<file path="src/pprc_pkg.sv">
/*
 * Constants for the pin reset and pin power-on reset controller: register offsets,
 * field positions, reset values and the unit of the hold time.
 * Assumes a 32-bit AHB-Lite register bus and a 10 MHz bus clock.
 */
package pprc_pkg;

	// ----------------------------------------------------------------------
	// Register offsets (byte addresses)
	// ----------------------------------------------------------------------
	localparam logic [7:0] HW_RESET_CTRL_OFF = 8'h00;
	localparam logic [7:0] POR_PIN_CFG_OFF = 8'h04;
	localparam logic [7:0] STATUS_OFF = 8'h08;
	localparam logic [7:0] HOLD_COUNT_OFF = 8'h0c;
	localparam int ADDR_DEC_W = 8;

	// ----------------------------------------------------------------------
	// Field positions
	// ----------------------------------------------------------------------
	localparam int HW_RESET_PIN_OFF_BIT = 0;
	localparam int POR_SEL_LSB = 0;
	localparam int POR_SEL_W = 4;
	localparam int POR_POL_BIT = 4;
	localparam int POR_TIME_LSB = 8;
	localparam int POR_TIME_W = 8;
	localparam int ST_PIN_ACTIVE_BIT = 0;
	localparam int ST_POR_REQ_BIT = 1;
	localparam int ST_HW_REQ_BIT = 2;
	localparam int ST_FIXED_LEVEL_BIT = 3;

	// ----------------------------------------------------------------------
	// Reset values
	// ----------------------------------------------------------------------
	localparam logic HW_RESET_PIN_OFF_RST = 1'b0;
	localparam logic [POR_SEL_W-1:0] POR_SEL_RST = 4'h0;
	localparam logic POR_POL_RST = 1'b1;
	localparam logic [POR_TIME_W-1:0] POR_TIME_RST = 8'h00;

	// ----------------------------------------------------------------------
	// Timing and fixed reset pin
	// ----------------------------------------------------------------------
	localparam int BUS_CLK_PERIOD_NS = 100;
	localparam int HOLD_UNIT_RC_PERIODS = 4096;
	localparam int FIXED_RESET_PIN_IDX = 0;

	// AHB-Lite transfer types
	localparam logic [1:0] HTRANS_NONSEQ = 2'h2;
	localparam logic [1:0] HTRANS_SEQ = 2'h3;

endpackage

</file>
<file path="src/pprc_ctrl.sv">
/*
 * Pin reset and pin power-on reset controller with its AHB-Lite register slave.
 * Assumes general-purpose pin levels and the slow RC oscillator arrive asynchronously
 * and are synchronised here; reset requests are consumed by the chip's reset logic.
 */
// Implementation choices: register access over AHB-Lite and the address map.
// Behaviour
// - Hardware reset comes only from the fixed reset pin, never any other pin.
// - Writing one to hw_reset_pin_off makes the fixed pin ordinary and ignored.
// - Power-on reset source pin is any general-purpose pin, picked by a select field.
// - A polarity bit decides whether high or low on that pin requests reset.
// - Required hold time is programmed time times 4096 slow RC periods.
// - Pin must stay active the whole hold time; only then reset fires.
// - Hold duration comes from the time field of the pin configuration register.
`timescale 1ns/1ps

module pprc_ctrl #(
	parameter int N_GPIO = 12,
	parameter int UNIT_PERIODS = pprc_pkg::HOLD_UNIT_RC_PERIODS,
	parameter int HOLD_CNT_W = 24
) (
	// Clock and reset
	input wire logic hclk,
	input wire logic hresetn,
	// AHB-Lite slave
	input wire logic hsel,
	input wire logic [31:0] haddr,
	input wire logic [1:0] htrans,
	input wire logic hwrite,
	input wire logic [2:0] hsize,
	input wire logic [31:0] hwdata,
	input wire logic hready,
	output logic hreadyout,
	output logic hresp,
	output logic [31:0] hrdata,
	// Pins and slow oscillator
	input wire logic [N_GPIO-1:0] gpio_in,
	input wire logic slow_rc_oscillator,
	// Reset requests
	output logic hw_reset_req,
	output logic por_reset_req,
	output logic fixed_reset_pin_as_gpio
);

	// ----------------------------------------------------------------------
	// Synchronisers
	// ----------------------------------------------------------------------
	logic [N_GPIO-1:0] gpio_meta;
	logic [N_GPIO-1:0] gpio_sync;
	logic rc_meta;
	logic rc_sync;
	logic rc_prev;

	always_ff @(posedge hclk or negedge hresetn) begin
		if (!hresetn) begin
			gpio_meta <= '0;
			gpio_sync <= '0;
			rc_meta <= 1'b0;
			rc_sync <= 1'b0;
			rc_prev <= 1'b0;
		end else begin
			gpio_meta <= gpio_in;
			gpio_sync <= gpio_meta;
			rc_meta <= slow_rc_oscillator;
			rc_sync <= rc_meta;
			rc_prev <= rc_sync;
		end
	end

	logic rc_tick;
	assign rc_tick = rc_sync && !rc_prev;

	// ----------------------------------------------------------------------
	// Bus slave and registers
	// ----------------------------------------------------------------------
	logic wr_pend;
	logic [pprc_pkg::ADDR_DEC_W-1:0] wr_addr;
	logic hw_reset_pin_off;
	logic [pprc_pkg::POR_SEL_W-1:0] por_sel;
	logic por_pol;
	logic [pprc_pkg::POR_TIME_W-1:0] por_time;
	logic next_wr_pend;
	logic [pprc_pkg::ADDR_DEC_W-1:0] next_wr_addr;
	logic next_hw_reset_pin_off;
	logic [pprc_pkg::POR_SEL_W-1:0] next_por_sel;
	logic next_por_pol;
	logic [pprc_pkg::POR_TIME_W-1:0] next_por_time;
	logic [31:0] next_hrdata;
	logic access;
	logic [pprc_pkg::ADDR_DEC_W-1:0] rd_addr;
	logic pin_active;
	logic [HOLD_CNT_W-1:0] hold_cnt;

	assign access = hsel && hready && (htrans == pprc_pkg::HTRANS_NONSEQ || htrans == pprc_pkg::HTRANS_SEQ);
	assign rd_addr = haddr[pprc_pkg::ADDR_DEC_W-1:0];
	assign hreadyout = 1'b1;
	assign hresp = 1'b0;

	always_comb begin
		next_wr_pend = access && hwrite;
		next_wr_addr = wr_addr;
		next_hw_reset_pin_off = hw_reset_pin_off;
		next_por_sel = por_sel;
		next_por_pol = por_pol;
		next_por_time = por_time;
		next_hrdata = hrdata;
		if (access && hwrite) begin
			next_wr_addr = rd_addr;
		end
		if (wr_pend) begin
			case (wr_addr)
				pprc_pkg::HW_RESET_CTRL_OFF: begin
					next_hw_reset_pin_off = hwdata[pprc_pkg::HW_RESET_PIN_OFF_BIT];
				end
				pprc_pkg::POR_PIN_CFG_OFF: begin
					next_por_sel = hwdata[pprc_pkg::POR_SEL_LSB +: pprc_pkg::POR_SEL_W];
					next_por_pol = hwdata[pprc_pkg::POR_POL_BIT];
					next_por_time = hwdata[pprc_pkg::POR_TIME_LSB +: pprc_pkg::POR_TIME_W];
				end
				default: begin
				end
			endcase
		end
		// Read data built from next values so a read right after a write sees it
		if (access && !hwrite) begin
			next_hrdata = 32'h0000_0000;
			case (rd_addr)
				pprc_pkg::HW_RESET_CTRL_OFF: begin
					next_hrdata[pprc_pkg::HW_RESET_PIN_OFF_BIT] = next_hw_reset_pin_off;
				end
				pprc_pkg::POR_PIN_CFG_OFF: begin
					next_hrdata[pprc_pkg::POR_SEL_LSB +: pprc_pkg::POR_SEL_W] = next_por_sel;
					next_hrdata[pprc_pkg::POR_POL_BIT] = next_por_pol;
					next_hrdata[pprc_pkg::POR_TIME_LSB +: pprc_pkg::POR_TIME_W] = next_por_time;
				end
				pprc_pkg::STATUS_OFF: begin
					next_hrdata[pprc_pkg::ST_PIN_ACTIVE_BIT] = pin_active;
					next_hrdata[pprc_pkg::ST_POR_REQ_BIT] = por_reset_req;
					next_hrdata[pprc_pkg::ST_HW_REQ_BIT] = hw_reset_req;
					next_hrdata[pprc_pkg::ST_FIXED_LEVEL_BIT] = gpio_sync[pprc_pkg::FIXED_RESET_PIN_IDX];
				end
				pprc_pkg::HOLD_COUNT_OFF: begin
					next_hrdata[HOLD_CNT_W-1:0] = hold_cnt;
				end
				default: begin
				end
			endcase
		end
	end

	always_ff @(posedge hclk or negedge hresetn) begin
		if (!hresetn) begin
			wr_pend <= 1'b0;
			wr_addr <= '0;
			hw_reset_pin_off <= pprc_pkg::HW_RESET_PIN_OFF_RST;
			por_sel <= pprc_pkg::POR_SEL_RST;
			por_pol <= pprc_pkg::POR_POL_RST;
			por_time <= pprc_pkg::POR_TIME_RST;
			hrdata <= 32'h0000_0000;
		end else begin
			wr_pend <= next_wr_pend;
			wr_addr <= next_wr_addr;
			hw_reset_pin_off <= next_hw_reset_pin_off;
			por_sel <= next_por_sel;
			por_pol <= next_por_pol;
			por_time <= next_por_time;
			hrdata <= next_hrdata;
		end
	end

	// ----------------------------------------------------------------------
	// Fixed hardware reset pin
	// ----------------------------------------------------------------------
	logic next_hw_reset_req;
	logic next_as_gpio;

	always_comb begin
		// Only the fixed pin feeds this path; the pin is never remapped
		next_hw_reset_req = gpio_sync[pprc_pkg::FIXED_RESET_PIN_IDX] && !hw_reset_pin_off;
		next_as_gpio = hw_reset_pin_off;
	end

	always_ff @(posedge hclk or negedge hresetn) begin
		if (!hresetn) begin
			hw_reset_req <= 1'b0;
			fixed_reset_pin_as_gpio <= 1'b0;
		end else begin
			hw_reset_req <= next_hw_reset_req;
			fixed_reset_pin_as_gpio <= next_as_gpio;
		end
	end

	// ----------------------------------------------------------------------
	// Pin power-on reset hold timer
	// ----------------------------------------------------------------------
	logic sel_level;
	logic [HOLD_CNT_W-1:0] target;
	logic [HOLD_CNT_W-1:0] next_hold_cnt;
	logic next_por_reset_req;

	always_comb begin
		sel_level = 1'b0;
		if (int'(por_sel) < N_GPIO) begin
			sel_level = gpio_sync[por_sel];
		end
	end

	assign pin_active = (int'(por_sel) < N_GPIO) && (sel_level == por_pol);
	assign target = HOLD_CNT_W'(por_time) * HOLD_CNT_W'(UNIT_PERIODS);

	always_comb begin
		next_hold_cnt = hold_cnt;
		if (!pin_active || por_time == '0) begin
			next_hold_cnt = '0;
		end else if (hold_cnt > target) begin
			// A shortened time caps the count instead of leaving it above the new target
			next_hold_cnt = target;
		end else if (rc_tick && hold_cnt < target) begin
			next_hold_cnt = hold_cnt + HOLD_CNT_W'(1);
		end
		// Fires only once the whole hold time has been counted
		next_por_reset_req = pin_active && por_time != '0 && next_hold_cnt >= target;
	end

	always_ff @(posedge hclk or negedge hresetn) begin
		if (!hresetn) begin
			hold_cnt <= '0;
			por_reset_req <= 1'b0;
		end else begin
			hold_cnt <= next_hold_cnt;
			por_reset_req <= next_por_reset_req;
		end
	end
endmodule

</file>
<file path="config.mk">
export PLATFORM = sky130hd
export DESIGN_NAME = pprc_ctrl
export DESIGN_NICKNAME = d
export VERILOG_FILES = /design/src/pprc_pkg.sv /design/src/pprc_ctrl.sv
export SDC_FILE = /design/constraint.sdc
export NUM_CORES = 1
export LEC_CHECK = 0
export ABC_AREA = 1
export BUFFER_PORTS_ARGS = -buffer_cell sky130_fd_sc_hd__buf_4
export CORE_MARGIN = 2
export CORE_UTILIZATION = 54
export DETAILED_ROUTE_END_ITERATION = 10
export HOLD_SLACK_MARGIN = 0.06
export PLACE_DENSITY = 0.8
export SETUP_SLACK_MARGIN = 0.02
export SLEW_MARGIN = 20
export SYNTH_ARGS = -nofsm -noshare
export SYNTH_HDL_FRONTEND = slang
export SYNTH_SLANG_ARGS = --single-unit
</file>
<file path="constraint.sdc">
create_clock -name hclk -period 3.6 [get_ports hclk]
set_input_delay 0 -clock hclk [delete_from_list [all_inputs] [get_ports hclk]]
set_output_delay 0 -clock hclk [all_outputs]
set_load 0.005 [all_outputs]
</file>
* Word-level counts from Yosys, hierarchy flattened
Index checks and enable logic that the tools add are counted.
** Cells by class
- Add/subtract/negate cells :: 1
- Order comparisons :: 5
- Eq/ne operators :: 7
- Multiplexer cells :: 20
- Reductions and logical operators :: 20
** Operators by type and width (number)
- $mux 24 :: 3
- $add 24x1->24 const B :: 1
- $ge 24x20->1 :: 1
- $gt 24x20->1 :: 1
- $logic_not 8->1 :: 3
- $lt 24x20->1 :: 1
- $mux 8 :: 3
- $eq 8x3->1 const B :: 2
- $eq 8x4->1 const B :: 2
- $pmux 8 s2 :: 1
- $logic_and 1x1->1 :: 10
- $pmux 3 s3 :: 1
- $mux 4 :: 2
- $reduce_bool 8->1 :: 1
- $mux 1 :: 6
- $lt 4x5->1 const B :: 1
- $bmux 1 s4 :: 1
- $eq 2x2->1 const B :: 2
- $logic_not 1->1 :: 4
- $lt 4x4->1 const B :: 1
- $pmux 1 s4 :: 1
- $mux 3 :: 1
- $logic_or 1x1->1 :: 2
- $pmux 1 s2 :: 1
- $eq 1x1->1 :: 1
** Storage, ports and cells
- Flip-flop bits (word level) :: 101
- Input bits :: 87
- Output and inout bits :: 37
- Logic and storage cells :: 69

* Depth between registers and ports, before layout
Gate-level depths: netlist of run 1.
- Word-level depth :: 10
- Mapped depth :: 24
- Depth with buffers taken out :: 24

* Least setup slack after synthesis of run 1
Ideal clock, no wire load.
- Path kind :: reg-to-reg
- Start point :: register por_time[7] (netlist bit)
- End point :: register por_reset_req
- Library setup time :: 0.119 ns
- Arrival time :: 2.818 ns
- Data required time :: 3.481 ns
- Path slack :: 0.663 ns
- Cell stages (with the launch flop) :: 22
- Buffers on the path :: 1
- Period minus slack after synthesis :: 2.937 ns
- Cells stage by stage :: dfrtp_1 -> inv_1 -> ha_1 -> nand2_1 -> inv_1 -> nand2_1 -> nand2_1 -> nor2_4 -> nand3_4 -> inv_2 -> buf_6 -> nand2_1 -> nor4_2 -> xor2_1 -> a21oi_1 -> ha_1 -> a21oi_1 -> nor2_1 -> a211oi_1 -> o211ai_2 -> inv_2 -> a21oi_2
** Between the ends
- Word-level cells in the longest chain between the ends :: 7
- Elaborated cells between the ends (all ways) :: 12
- Classes of those cells :: order compare (3); mux (3); reduce/logical (6)
** Ends and longest elaborated chain
- from (decl) :: line pprc_ctrl.sv:81 : logic [pprc_pkg::POR_TIME_W-1:0] por_time;
- from (signal assigned) :: line pprc_ctrl.sv:158 : por_time <= pprc_pkg::POR_TIME_RST;
- from (signal assigned) :: line pprc_ctrl.sv:166 : por_time <= next_por_time;
- $lt 24x20->1 :: line pprc_ctrl.sv:218 : end else if (rc_tick && hold_cnt < target) begin
- $logic_and 1x1->1 :: line pprc_ctrl.sv:218
- $mux 24 :: line pprc_ctrl.sv:218
- $mux 24 :: line pprc_ctrl.sv:215 : end else if (hold_cnt > target) begin
- $mux 24 (*) :: line pprc_ctrl.sv:213 : if (!pin_active || por_time == '0) begin
- named net next_hold_cnt[17] :: line pprc_ctrl.sv:198 : logic [HOLD_CNT_W-1:0] next_hold_cnt;
- $ge 24x20->1 (*) :: line pprc_ctrl.sv:222 : next_por_reset_req = pin_active && por_time != '0 && next_hold_cnt >= target;
- $logic_and 1x1->1 (*) :: line pprc_ctrl.sv:222
- named net next_por_reset_req :: line pprc_ctrl.sv:199 : logic next_por_reset_req;
- to (signal assigned) :: line pprc_ctrl.sv:231 : por_reset_req <= next_por_reset_req;
- to (decl) :: line pprc_ctrl.sv:41 : output logic por_reset_req,
Mark *: on every way through the listed nets, which the timed path passes. The rest lies on a longest branch.
A chain may end at the register's enable or synchronous reset.

* Final worst setup path of run 1
Same ends and word-level chain as after synthesis.

==> results of run 1 <==
==> final cells by class <==
cell class	instances	area [µm²]
Timing Repair Buffer	116	966
Clock inverter	7	66.3
Tap cell	129	161
Multi-Input combinational cell	451	2330
Inverter	64	244
Clock buffer	9	124
Sequential cell	101	2530
Fill cell	729	2860
==> kinds of logic after synthesis <==
family	after synthesis	synth area share, %
other cells	2	0.144
flops	101	48.6
buf+inv	86	7.53
simple gates	329	28.6
fa+ha+maj	18	4.33
xor+xnor	10	1.68
compound gates	79	8.62
mux	2	0.409
==> worst reg2reg max path: cells and delay by family, from the launching register on <==
| kind | cells | cell delay (ns) |
|---|---|---|
| buffers and inverters | 5 | 0.47 |
| xor gates and xnor gates | 1 | 0.11 |
| AOI/OAI and AO/OA | 5 | 0.65 |
| adders and majority gates | 2 | 0.63 |
| DFF | 1 | 0.39 |
| and+or+nand+nor | 8 | 0.93 |
==> through the flow <==
step / std cells / util (%)
4_1_cts: 877 / 69.0
2_1_floorplan: 638 / -
5_1_grt: 877 / 69.2
3_3_place_gp: 823 / 62.9
6_report: 877 / 69.2
3_5_place_dp: 823 / 62.9
==> synth_stat cells, types with 5 or more instances <==
cell type	number	share of area, %
a21oi_1	30	2.9
nor2_4	6	1.3
o21ai_0	22	2.1
ha_1	18	4.3
inv_2	6	0.43
nand4_1	11	1.3
buf_4	11	1.6
clkbuf_1	7	0.51
nand3_1	46	4.4
nor2_1	56	4.0
dfrtp_1	100	48
inv_1	55	4.0
o211ai_1	8	1.2
nor4_1	5	0.60
o21ai_1	7	0.67
nor3_1	12	1.2
nand2_1	173	12
nand2_2	5	0.60
xor2_1	10	1.7
==> flip-flops by register name, summed over array words and instances, names as in the netlist <==
register and cells:
fixed_reset_pin_as_gpio 1, gpio_meta 12, gpio_sync 12, hold_cnt 24
hrdata 24, hw_reset_pin_off 1, hw_reset_req 1, por_pol 1
por_reset_req 1, por_sel 4, por_time 8, rc_meta 1
rc_prev 1, rc_sync 1, wr_addr 8, wr_pend 1
==> timing repair <==
| item | 4_1_cts | 5_1_grt |
|---|---|---|
| resized for setup | 0 | 3 |
| setup endpoints to repair | 0 | 1 |
| hold buffers | 38 | 0 |
| endpoints found under the hold margin | 113 | 0 |
==> metal layers <==
| metal | vias to the layer above | track usage [%] |
|---|---|---|
| met5 | - | 0 |
| met4 | 0 | 11.2 |
| met3 | 24 | 4.65 |
| met2 | 167 | 47.5 |
| met1 | 2211 | 35.6 |
| li1 | 2251 | - |
==> report_power, final <==
part           switching, µW  leakage (µW)  internal, µW
clock                    443     0.0000978           268
combinational            557       0.00173           337
sequential               129       0.00128          1260
total                   1130       0.00311          1870
==> final timing paths <==
kind	end	slack, ns	depth (start not counted)
min reg2reg	gpio_sync[1]	0.36	0
max reg2reg	por_reset_req	0.33	21
max in group asynchronous	wr_addr[4]	2.40	3
min in group asynchronous	hold_cnt[13]	0.32	2
min	wr_addr[5]	0.10	5
max	por_reset_req	0.33	21
==> results.md, run 1 <==
* 0.00311 µW — leakage power figure
* 102 µm — overall die height
* 41 — Unique masters post-synth
* 9410 µm — Detailed Place HPWL
* 124 — boundary pin count
* 0.105 ns — worst hold margin
* 0 — Final ANT Viol Nets
* 0.333 ns — dpl ws
* 2 — Max clock buf depth
* 100% — async set or reset register ratio after synthesis
* 0 — count of max-cap constraint violations
* 10400 µm² — Die Area
* 0 — setup-violating endpoint count in the final report
* 0.991 ns — slew of the pin with the lowest slew margin
* false — unrepaired setup endpoints after global routing
* 35 — placement row count
* 4653 — via count
* met4 — Top Layer Used
* 23.5% — Area growth, synth to finish
* 0 — final hold violations
* nand2_1 — cell repeated most along the worst path
* 0 — Max Slew Vio Count
* 91.0% — final worst path period share
* flop — Critical Path Source Type
* 0 — number of enable-type register cells in the synthesized netlist
* 848 — net count of the finished layout
* 467 nW/µm² — Power Dens Cells
* 627 — Gate Count Post-Synth
* simple AND/OR/NAND/NOR gates — Crit path max-delay family
* 0.384 mV — VDD IR-drop max
* 0 ns — Setup Total Neg Slack
* 5 — number of buffers and inverters on the critical path
* 3000 µW — total design power
* 4574 — via count of the first global-routing pass
* flop — critical path endpoint category
* 9 — number of clock buffers inserted by TritonCTS
* 0 — Post-route DRC
* 5840 µm² — Post-DP Area
* 13300 µm — routed wire length
* 0.325 ns — Final WS setup
* 3.56 ns — data arrival time of the critical path
* 0.39 ns — CP peak stage delay
* 0.10 ns — Reg clk slew, reported paths
* 305 MHz — maximum clock rate
* 0 — Antenna Cells
* built — TritonCTS clock tree
* 66 — buffers added on ports
* por_time[7] — startpoint of the lowest-slack register-to-register path
* 33.7% — worst-case headroom to the max-slew limit
* 5200 µm² — mapped cell area
* 5.31 — detail-routed via count per cell
* finished clean — outcome
* in -> reg — path type of the worst min-delay path
* dfrtp_1 — Post-synth top flop
* inv_1 -> ha_1 -> nand2_1 -> nand2_1 -> inv_1 -> nand2_1 -> nor2_4 -> nand3_4 -> inv_2 -> nand2_1 -> nor4_2 -> xor2_1 -> a21oi_1 -> ha_1 -> a21oi_1 -> nor2_1 -> a211oi_2 -> buf_4 -> o211ai_2 -> inv_2 -> a21oi_2 — Critical Path, Cell by Cell
* 101 — Sink Count
* 6420 µm² — Design Area, Final
* 6 — Critical Path Fanout Max
* 22200 µm — wire length of the first global-routing pass
* clkbuf_8 — cell chosen for the clock root
* 9280 µm² — core area
* 173 x nand2_1, 100 x dfrtp_1, 78 x buf_4, 56 x nor2_1, 55 x inv_1 — top library cells by usage in the layout, fill and taps aside
* 3 — number of levels the H-tree was split into
* 15.1 µm — average wire per cell in the routed design
* 48.6% — part of the Yosys area used for sequential elements
* dfrtp_1 — slowest library cell on the worst path
* 79 — largest net degree at the start of global routing
* 657 µm — met3 routed wirelength
* 3.27 ns — shortest clock period the worst path allows after layout
* 17.5% — fraction of layout instances using a drive strength above 1
* 0 — postcts setup bufs
* reg -> reg — Critical Setup Path Class
* 0.39 ns — clock insertion delay at the later pin of the skew report
* 274 — first-iteration detailed-routing DRC count
* 0 — number of antenna violations at the first check in global routing
* 5 — number of optimization iterations in the first detailed-route pass
* 27.9% — GRT Util Overall
* 56.0% — starting density of the core
* 0 — Syn. warnings
* por_time[7] — launching element of the worst setup path
* hready — startpoint of the worst hold path
* 8.29 µm² — mean instance size in the synthesized netlist
* 5900 µm — length of routed wiring on met1
* 0.973 — placer's final routability congestion estimate
* 0.0161 ns — worst clock skew
* 0 — global-route congestion overflow total
* 101 — number of storage elements in the synthesis netlist
* nand2_1 — most common cell after layout, fill and taps aside
* 3.88 ns — worst path required time
* 102 µm — Die X
* 6380 µm — met2 routed wirelength
(Power assumes the default switching activity.)
==> inputs of run 2 (changes only) <==
--- a/config.mk
+++ b/config.mk
@@ -10,7 +10,7 @@
 export CORE_MARGIN = 2
 export CORE_UTILIZATION = 54
 export DETAILED_ROUTE_END_ITERATION = 10
-export HOLD_SLACK_MARGIN = 0.06
+export HOLD_SLACK_MARGIN = 0.12
 export PLACE_DENSITY = 0.8
 export SETUP_SLACK_MARGIN = 0.02
 export SLEW_MARGIN = 20
==> run 2 against run 1 <==
Effect of this change: die area is the same; largest cell class unchanged; first-iteration DRC count is 2.9% lower; cell area up 1.1%; clock skew is 0.0020 ns lower; critical path type unchanged.
==> results.md, run 2 (same netlist as run 1, synthesis figures left out) <==
* 21 — Reg2Reg Depth
* 3.55 ns — data arrival time of the critical path
* 9 — number of clock buffers inserted by TritonCTS
* 463 nW/µm² — Power Dens Cells
* 0.00312 µW — leakage power figure
* 0 — Final ANT Viol Nets
* 3.27 ns — shortest clock period the worst path allows after layout
* 3 — number of levels the H-tree was split into
* 173 x nand2_1, 100 x dfrtp_1, 78 x buf_4, 56 x nor2_1, 55 x inv_1 — top library cells by usage in the layout, fill and taps aside
* 102 µm — Die X
* 32.1% — worst-case headroom to the max-slew limit
* met2 — busiest layer in global routing
* 6 — Critical Path Fanout Max
* 0 — Post-route DRC
* 10400 µm² — Die Area
* false — unrepaired setup endpoints after global routing
* 35.7% — met1 Use GR
* flop — Critical Path Source Type
* 4635 — via count of the first global-routing pass
* 0 — count of max-cap constraint violations
* 90.7% — final worst path period share
* 5.30 — detail-routed via count per cell
* 9280 µm² — core area
* 4687 — via count
* 22500 µm — wire length of the first global-routing pass
* 3.88 ns — worst path required time
* nand2_1 — most common cell after layout, fill and taps aside
* 266 — first-iteration detailed-routing DRC count
* built — TritonCTS clock tree
* 0 — Max Slew Vio Count
* 102 µm — overall die height
* 1870 µW — Internal Dissipation
* 24.8% — Area growth, synth to finish
* 0.39 ns — clock insertion delay at the later pin of the skew report
* hrdata[22] — sink of the worst hold path
* reg -> reg — Critical Setup Path Class
* 23.7% — clock network power share
* 0 — global-route congestion overflow total
* 0.973 — placer's final routability congestion estimate
* 0.0141 ns — worst clock skew
* 69.9% — share of the core filled with cells in the final layout
* 124 — boundary pin count
* por_reset_req — endpoint of the worst register-to-register path
* 6490 µm² — Design Area, Final
* 720 — fill cell instance count of the final layout
* 28.2% — GRT Util Overall
* 0.33 ns — register-to-register path setup slack
* 15.3 µm — average wire per cell in the routed design
* 9410 µm — Detailed Place HPWL
* in -> reg — path type of the worst min-delay path
* 0 — Antenna Cells
* 56.0% — starting density of the core
* 2 — Max clock buf depth
* 0 — setup-violating endpoint count in the final report
* 35 — placement row count
* 6 — Cells on Worst Hold Path
* 1140 µW — Psw
* 1.01 ns — slew of the pin with the lowest slew margin
* 66 — buffers added on ports
* 5 — number of optimization iterations in the first detailed-route pass
* 46.3% — register share of total power
* 855 — net count of the finished layout
* hold_cnt: 24 flops, hrdata: 24 flops — largest registers
* finished clean — outcome
* 4.72% — met3 Track Usage GR
* 0.10 ns — Reg clk slew, reported paths
* 48.6% — met2 layer usage reported by global route
* 5840 µm² — Post-DP Area
* 101 — Sink Count
* 13500 µm — routed wire length
* 79 — largest net degree at the start of global routing
* 37.7% — fraction of power spent switching nets
* 306 MHz — maximum clock rate
* flop — critical path endpoint category
* 0 — number of antenna violations at the first check in global routing
* hready — startpoint of the worst hold path
* 0 — final hold violations
* 17.4% — fraction of layout instances using a drive strength above 1
* clkbuf_8 — cell chosen for the clock root
* por_time[7] — startpoint of the lowest-slack register-to-register path
* 30.0% — combinational power share
* 0.383 mV — VDD IR-drop max
* 0 ns — Setup Total Neg Slack
[run 2: changes by cell type in the layout (fill, tap and decap cells not counted)]
cell / previous run / this run
dlygate4sd3_1: 38 / 45
[run 2: area by class of cell]
type	count	area, µm²	share of cell area [%]
Tap cell	129	161	2.49
Clock buffer	9	124	1.91
Timing Repair Buffer	123	1040	16.0
Inverter	64	244	3.76
Sequential cell	101	2530	39.0
Clock inverter	7	66.3	1.02
Multi-Input combinational cell	451	2330	35.9
[run 2: worst max path at each step]
stage                startpoint             to  slack (ns)
floorplan           por_time[7]  por_reset_req        0.66
global placement    por_time[7]  por_reset_req        0.36
detailed placement  por_time[7]  por_reset_req        0.33
CTS                 por_time[7]  por_reset_req        0.31
global route        por_time[7]  por_reset_req        0.03
finish              por_time[7]  por_reset_req        0.33
[run 2: through the flow]
step	power, µW	hold WS, ns	std cells	setup WS, ns
CTS	2980	0.211	884	0.311
global route	3190	0.220	884	0.0261
detailed placement	2240	0.111	823	0.333
finish	3010	0.214	884	0.333
floorplan	1950	-0.296	638	0.663
global placement	2210	0.109	823	0.363
[run 2: worst max-delay path: stages, from the launching register on]
cell,delay (ns)
dfrtp_1,0.39
inv_1,0.10
ha_1,0.34
nand2_1,0.08
nand2_1,0.07
inv_1,0.06
nand2_1,0.08
nor2_4,0.15
nand3_4,0.13
inv_2,0.09
nand2_1,0.13
nor4_2,0.21
xor2_1,0.11
a21oi_1,0.22
ha_1,0.28
a21oi_1,0.15
nor2_1,0.06
a211oi_2,0.15
buf_4,0.16
o211ai_2,0.09
inv_2,0.06
a21oi_2,0.05
[run 2: layer usage]
layer	up-vias	wire, µm	share of wire [%]
li1	2273	-	-
met1	2228	5960	44
met2	164	6570	49
met3	22	675	5.0
met4	0	325	2.4
met5	-	0	0
[run 2: what timing repair did]
item	CTS	global route
buffers inserted	0	0
setup endpoints to repair	0	1
resized for setup	0	3
hold endpoints to repair	125	0
hold buffers	45	0
[run 2: power groups by stage]
| stage | Sequential, µW | Clock (µW) | Combinational [µW] |
|---|---|---|---|
| after global routing | 1410 | 777 | 1010 |
| final | 1390 | 713 | 901 |
| after floorplan | 1370 | 0 | 582 |
| after global placement | 1410 | 0 | 807 |
| after CTS | 1390 | 723 | 872 |
| after detailed placement | 1410 | 0 | 833 |
==> inputs of run 3 (changes only) <==
--- a/config.mk
+++ b/config.mk
@@ -11,7 +11,7 @@
 export CORE_UTILIZATION = 54
 export DETAILED_ROUTE_END_ITERATION = 10
 export HOLD_SLACK_MARGIN = 0.12
-export PLACE_DENSITY = 0.8
+export PLACE_DENSITY = 0.77
 export SETUP_SLACK_MARGIN = 0.02
 export SLEW_MARGIN = 20
 export SYNTH_ARGS = -nofsm -noshare
==> run 3 against run 2 <==
Effect of this change: critical path depth rose by 1; power rose by 1.5%; count of clock-buffer cells in the layout did not move; register-to-register slack barely moved.
==> results.md, run 3 (same netlist as run 1, synthesis figures left out) <==
* 0 — final hold violations
* 0 — count of max-cap constraint violations
* 0 — Antenna Cells
* 0 — setup-violating endpoint count in the final report
* built — TritonCTS clock tree
* 21900 µm — wire length of the first global-routing pass
* 10400 µm² — Die Area
* 305 MHz — maximum clock rate
* 0 ns — Setup Total Neg Slack
* flop — Critical Path Source Type
* 13100 µm — routed wire length
* 37.7% — met1 Use GR
* 4 — number of optimization iterations in the first detailed-route pass
* 2 — Max clock buf depth
* 0.37 ns — clock insertion delay at the later pin of the skew report
* 3 — number of levels the H-tree was split into
* 0.11 ns — Reg clk slew, reported paths
* 7 — Critical Path Fanout Max
* 101 — Sink Count
* 91.0% — final worst path period share
* 0 — Post-route DRC
* 3.54 ns — data arrival time of the critical path
* 173 x nand2_1, 100 x dfrtp_1, 75 x buf_4, 56 x nor2_1, 55 x inv_1 — top library cells by usage in the layout, fill and taps aside
* 0 — Final ANT Viol Nets
* clkbuf_8 — cell chosen for the clock root
* 9 — number of clock buffers inserted by TritonCTS
* 102 µm — overall die height
* 0 — number of antenna violations at the first check in global routing
* 44.4% — met2 layer usage reported by global route
* false — unrepaired setup endpoints after global routing
* 2.46% — met3 Track Usage GR
* 0.947 ns — slew of the pin with the lowest slew margin
* 0 — postcts setup bufs
* 245 — first-iteration detailed-routing DRC count
* 9280 µm² — core area
* 14.9 µm — average wire per cell in the routed design
* 470 nW/µm² — Power Dens Cells
* 0.385 ns — dpl ws
* met2 — busiest layer in global routing
* finished clean — outcome
* 78 — largest net degree at the start of global routing
* 0.00312 µW — leakage power figure
* nand2_1 — most common cell after layout, fill and taps aside
* 5.26 — detail-routed via count per cell
* 3.28 ns — shortest clock period the worst path allows after layout
* 124 — boundary pin count
* reg -> reg — Critical Setup Path Class
* 27.2% — GRT Util Overall
* 0.944 — placer's final routability congestion estimate
* 0.260 ns — worst hold margin
* 4631 — via count
* 3.86 ns — worst path required time
* 36.8% — worst-case headroom to the max-slew limit
* 852 — net count of the finished layout
* 35 — placement row count
* 0.0159 ns — worst clock skew
* 25.0% — Area growth, synth to finish
* 56.0% — starting density of the core
* 0.325 ns — Final WS setup
* flop — critical path endpoint category
* 102 µm — Die X
* 0 — Max Slew Vio Count
* 9270 µm — Detailed Place HPWL
* 66 — buffers added on ports
* in -> reg — path type of the worst min-delay path
* 0 — global-route congestion overflow total
* hold_cnt: 24 flops, hrdata: 24 flops — largest registers
* 4634 — via count of the first global-routing pass
* 16.9% — fraction of layout instances using a drive strength above 1
* 0.216 mV — VDD IR-drop max
## run 3: cell count changes in the layout (fill, tap and decap cells not counted)
cell / before / now
clkinv_4: 4 / 0
buf_4: 78 / 75
clkinv_8: 0 / 2
inv_6: 1 / 3
bufinv_16: 0 / 1
inv_8: 2 / 1
nor3_1: 11 / 12
nor3_2: 2 / 1
## run 3: path summary, 6_finish.rpt
check                      cells past startpoint  slack (ns)             to          from
setup / recovery                              22        0.32  por_reset_req   por_time[7]
hold / removal                                 6        0.26     hrdata[18]        hready
setup reg to reg                              22        0.32  por_reset_req   por_time[7]
hold reg to reg                                0        0.36   gpio_sync[5]  gpio_meta[5]
max in group asynchronous                      3        2.39     hrdata[12]       hresetn
min in group asynchronous                      2        0.33   gpio_sync[4]       hresetn
## run 3: what timing repair did
item,4_1_cts,5_1_grt
endpoints found under the setup margin,0,1
resized for setup,0,2
endpoints found under the hold margin,122,0
hold buffers,45,0
## run 3: critical path, cell delays in order, from the launching register on
cell	delay, ns
dfrtp_1	0.40
inv_1	0.11
ha_1	0.34
nand2_1	0.08
inv_1	0.04
nand2_1	0.08
nand2_1	0.09
nor2_4	0.18
nand3_4	0.15
inv_2	0.10
nand3_1	0.11
nor2_1	0.12
inv_1	0.08
nor2_1	0.08
a21oi_1	0.06
a21oi_1	0.22
ha_1	0.31
nand2_1	0.08
nor2_1	0.04
a211oi_1	0.27
o211ai_2	0.13
inv_2	0.07
a21oi_2	0.05
## run 3: per-stage QoR
step	area, µm²	cells	power, µW	utilization, %
floorplan	5240	638	1950	-
global placement	5820	820	2190	62.7
detailed placement	5820	820	2220	62.7
CTS	6490	881	3040	69.9
global route	6500	881	3250	70.0
finish	6500	881	3050	70.0
## run 3: layer usage
metal / up-vias / part of all wire [%]
met5: - / 0
met4: 0 / 2.4
met3: 27 / 4.1
met2: 151 / 48
met1: 2186 / 45
li1: 2267 / -
## run 3: cell type report
cell class	count	area, µm²
Fill cell	718	2790
Clock inverter	7	100
Clock buffer	9	124
Timing Repair Buffer	120	1010
Multi-Input combinational cell	451	2320
Tap cell	129	161
Inverter	64	244
Sequential cell	101	2530
## run 3: report_power, final
group          total (µW)  internal (µW)  switching [µW]
logic                 876            330             546
registers            1390           1260             125
clock network         788            346             443
total                3050           1940            1110
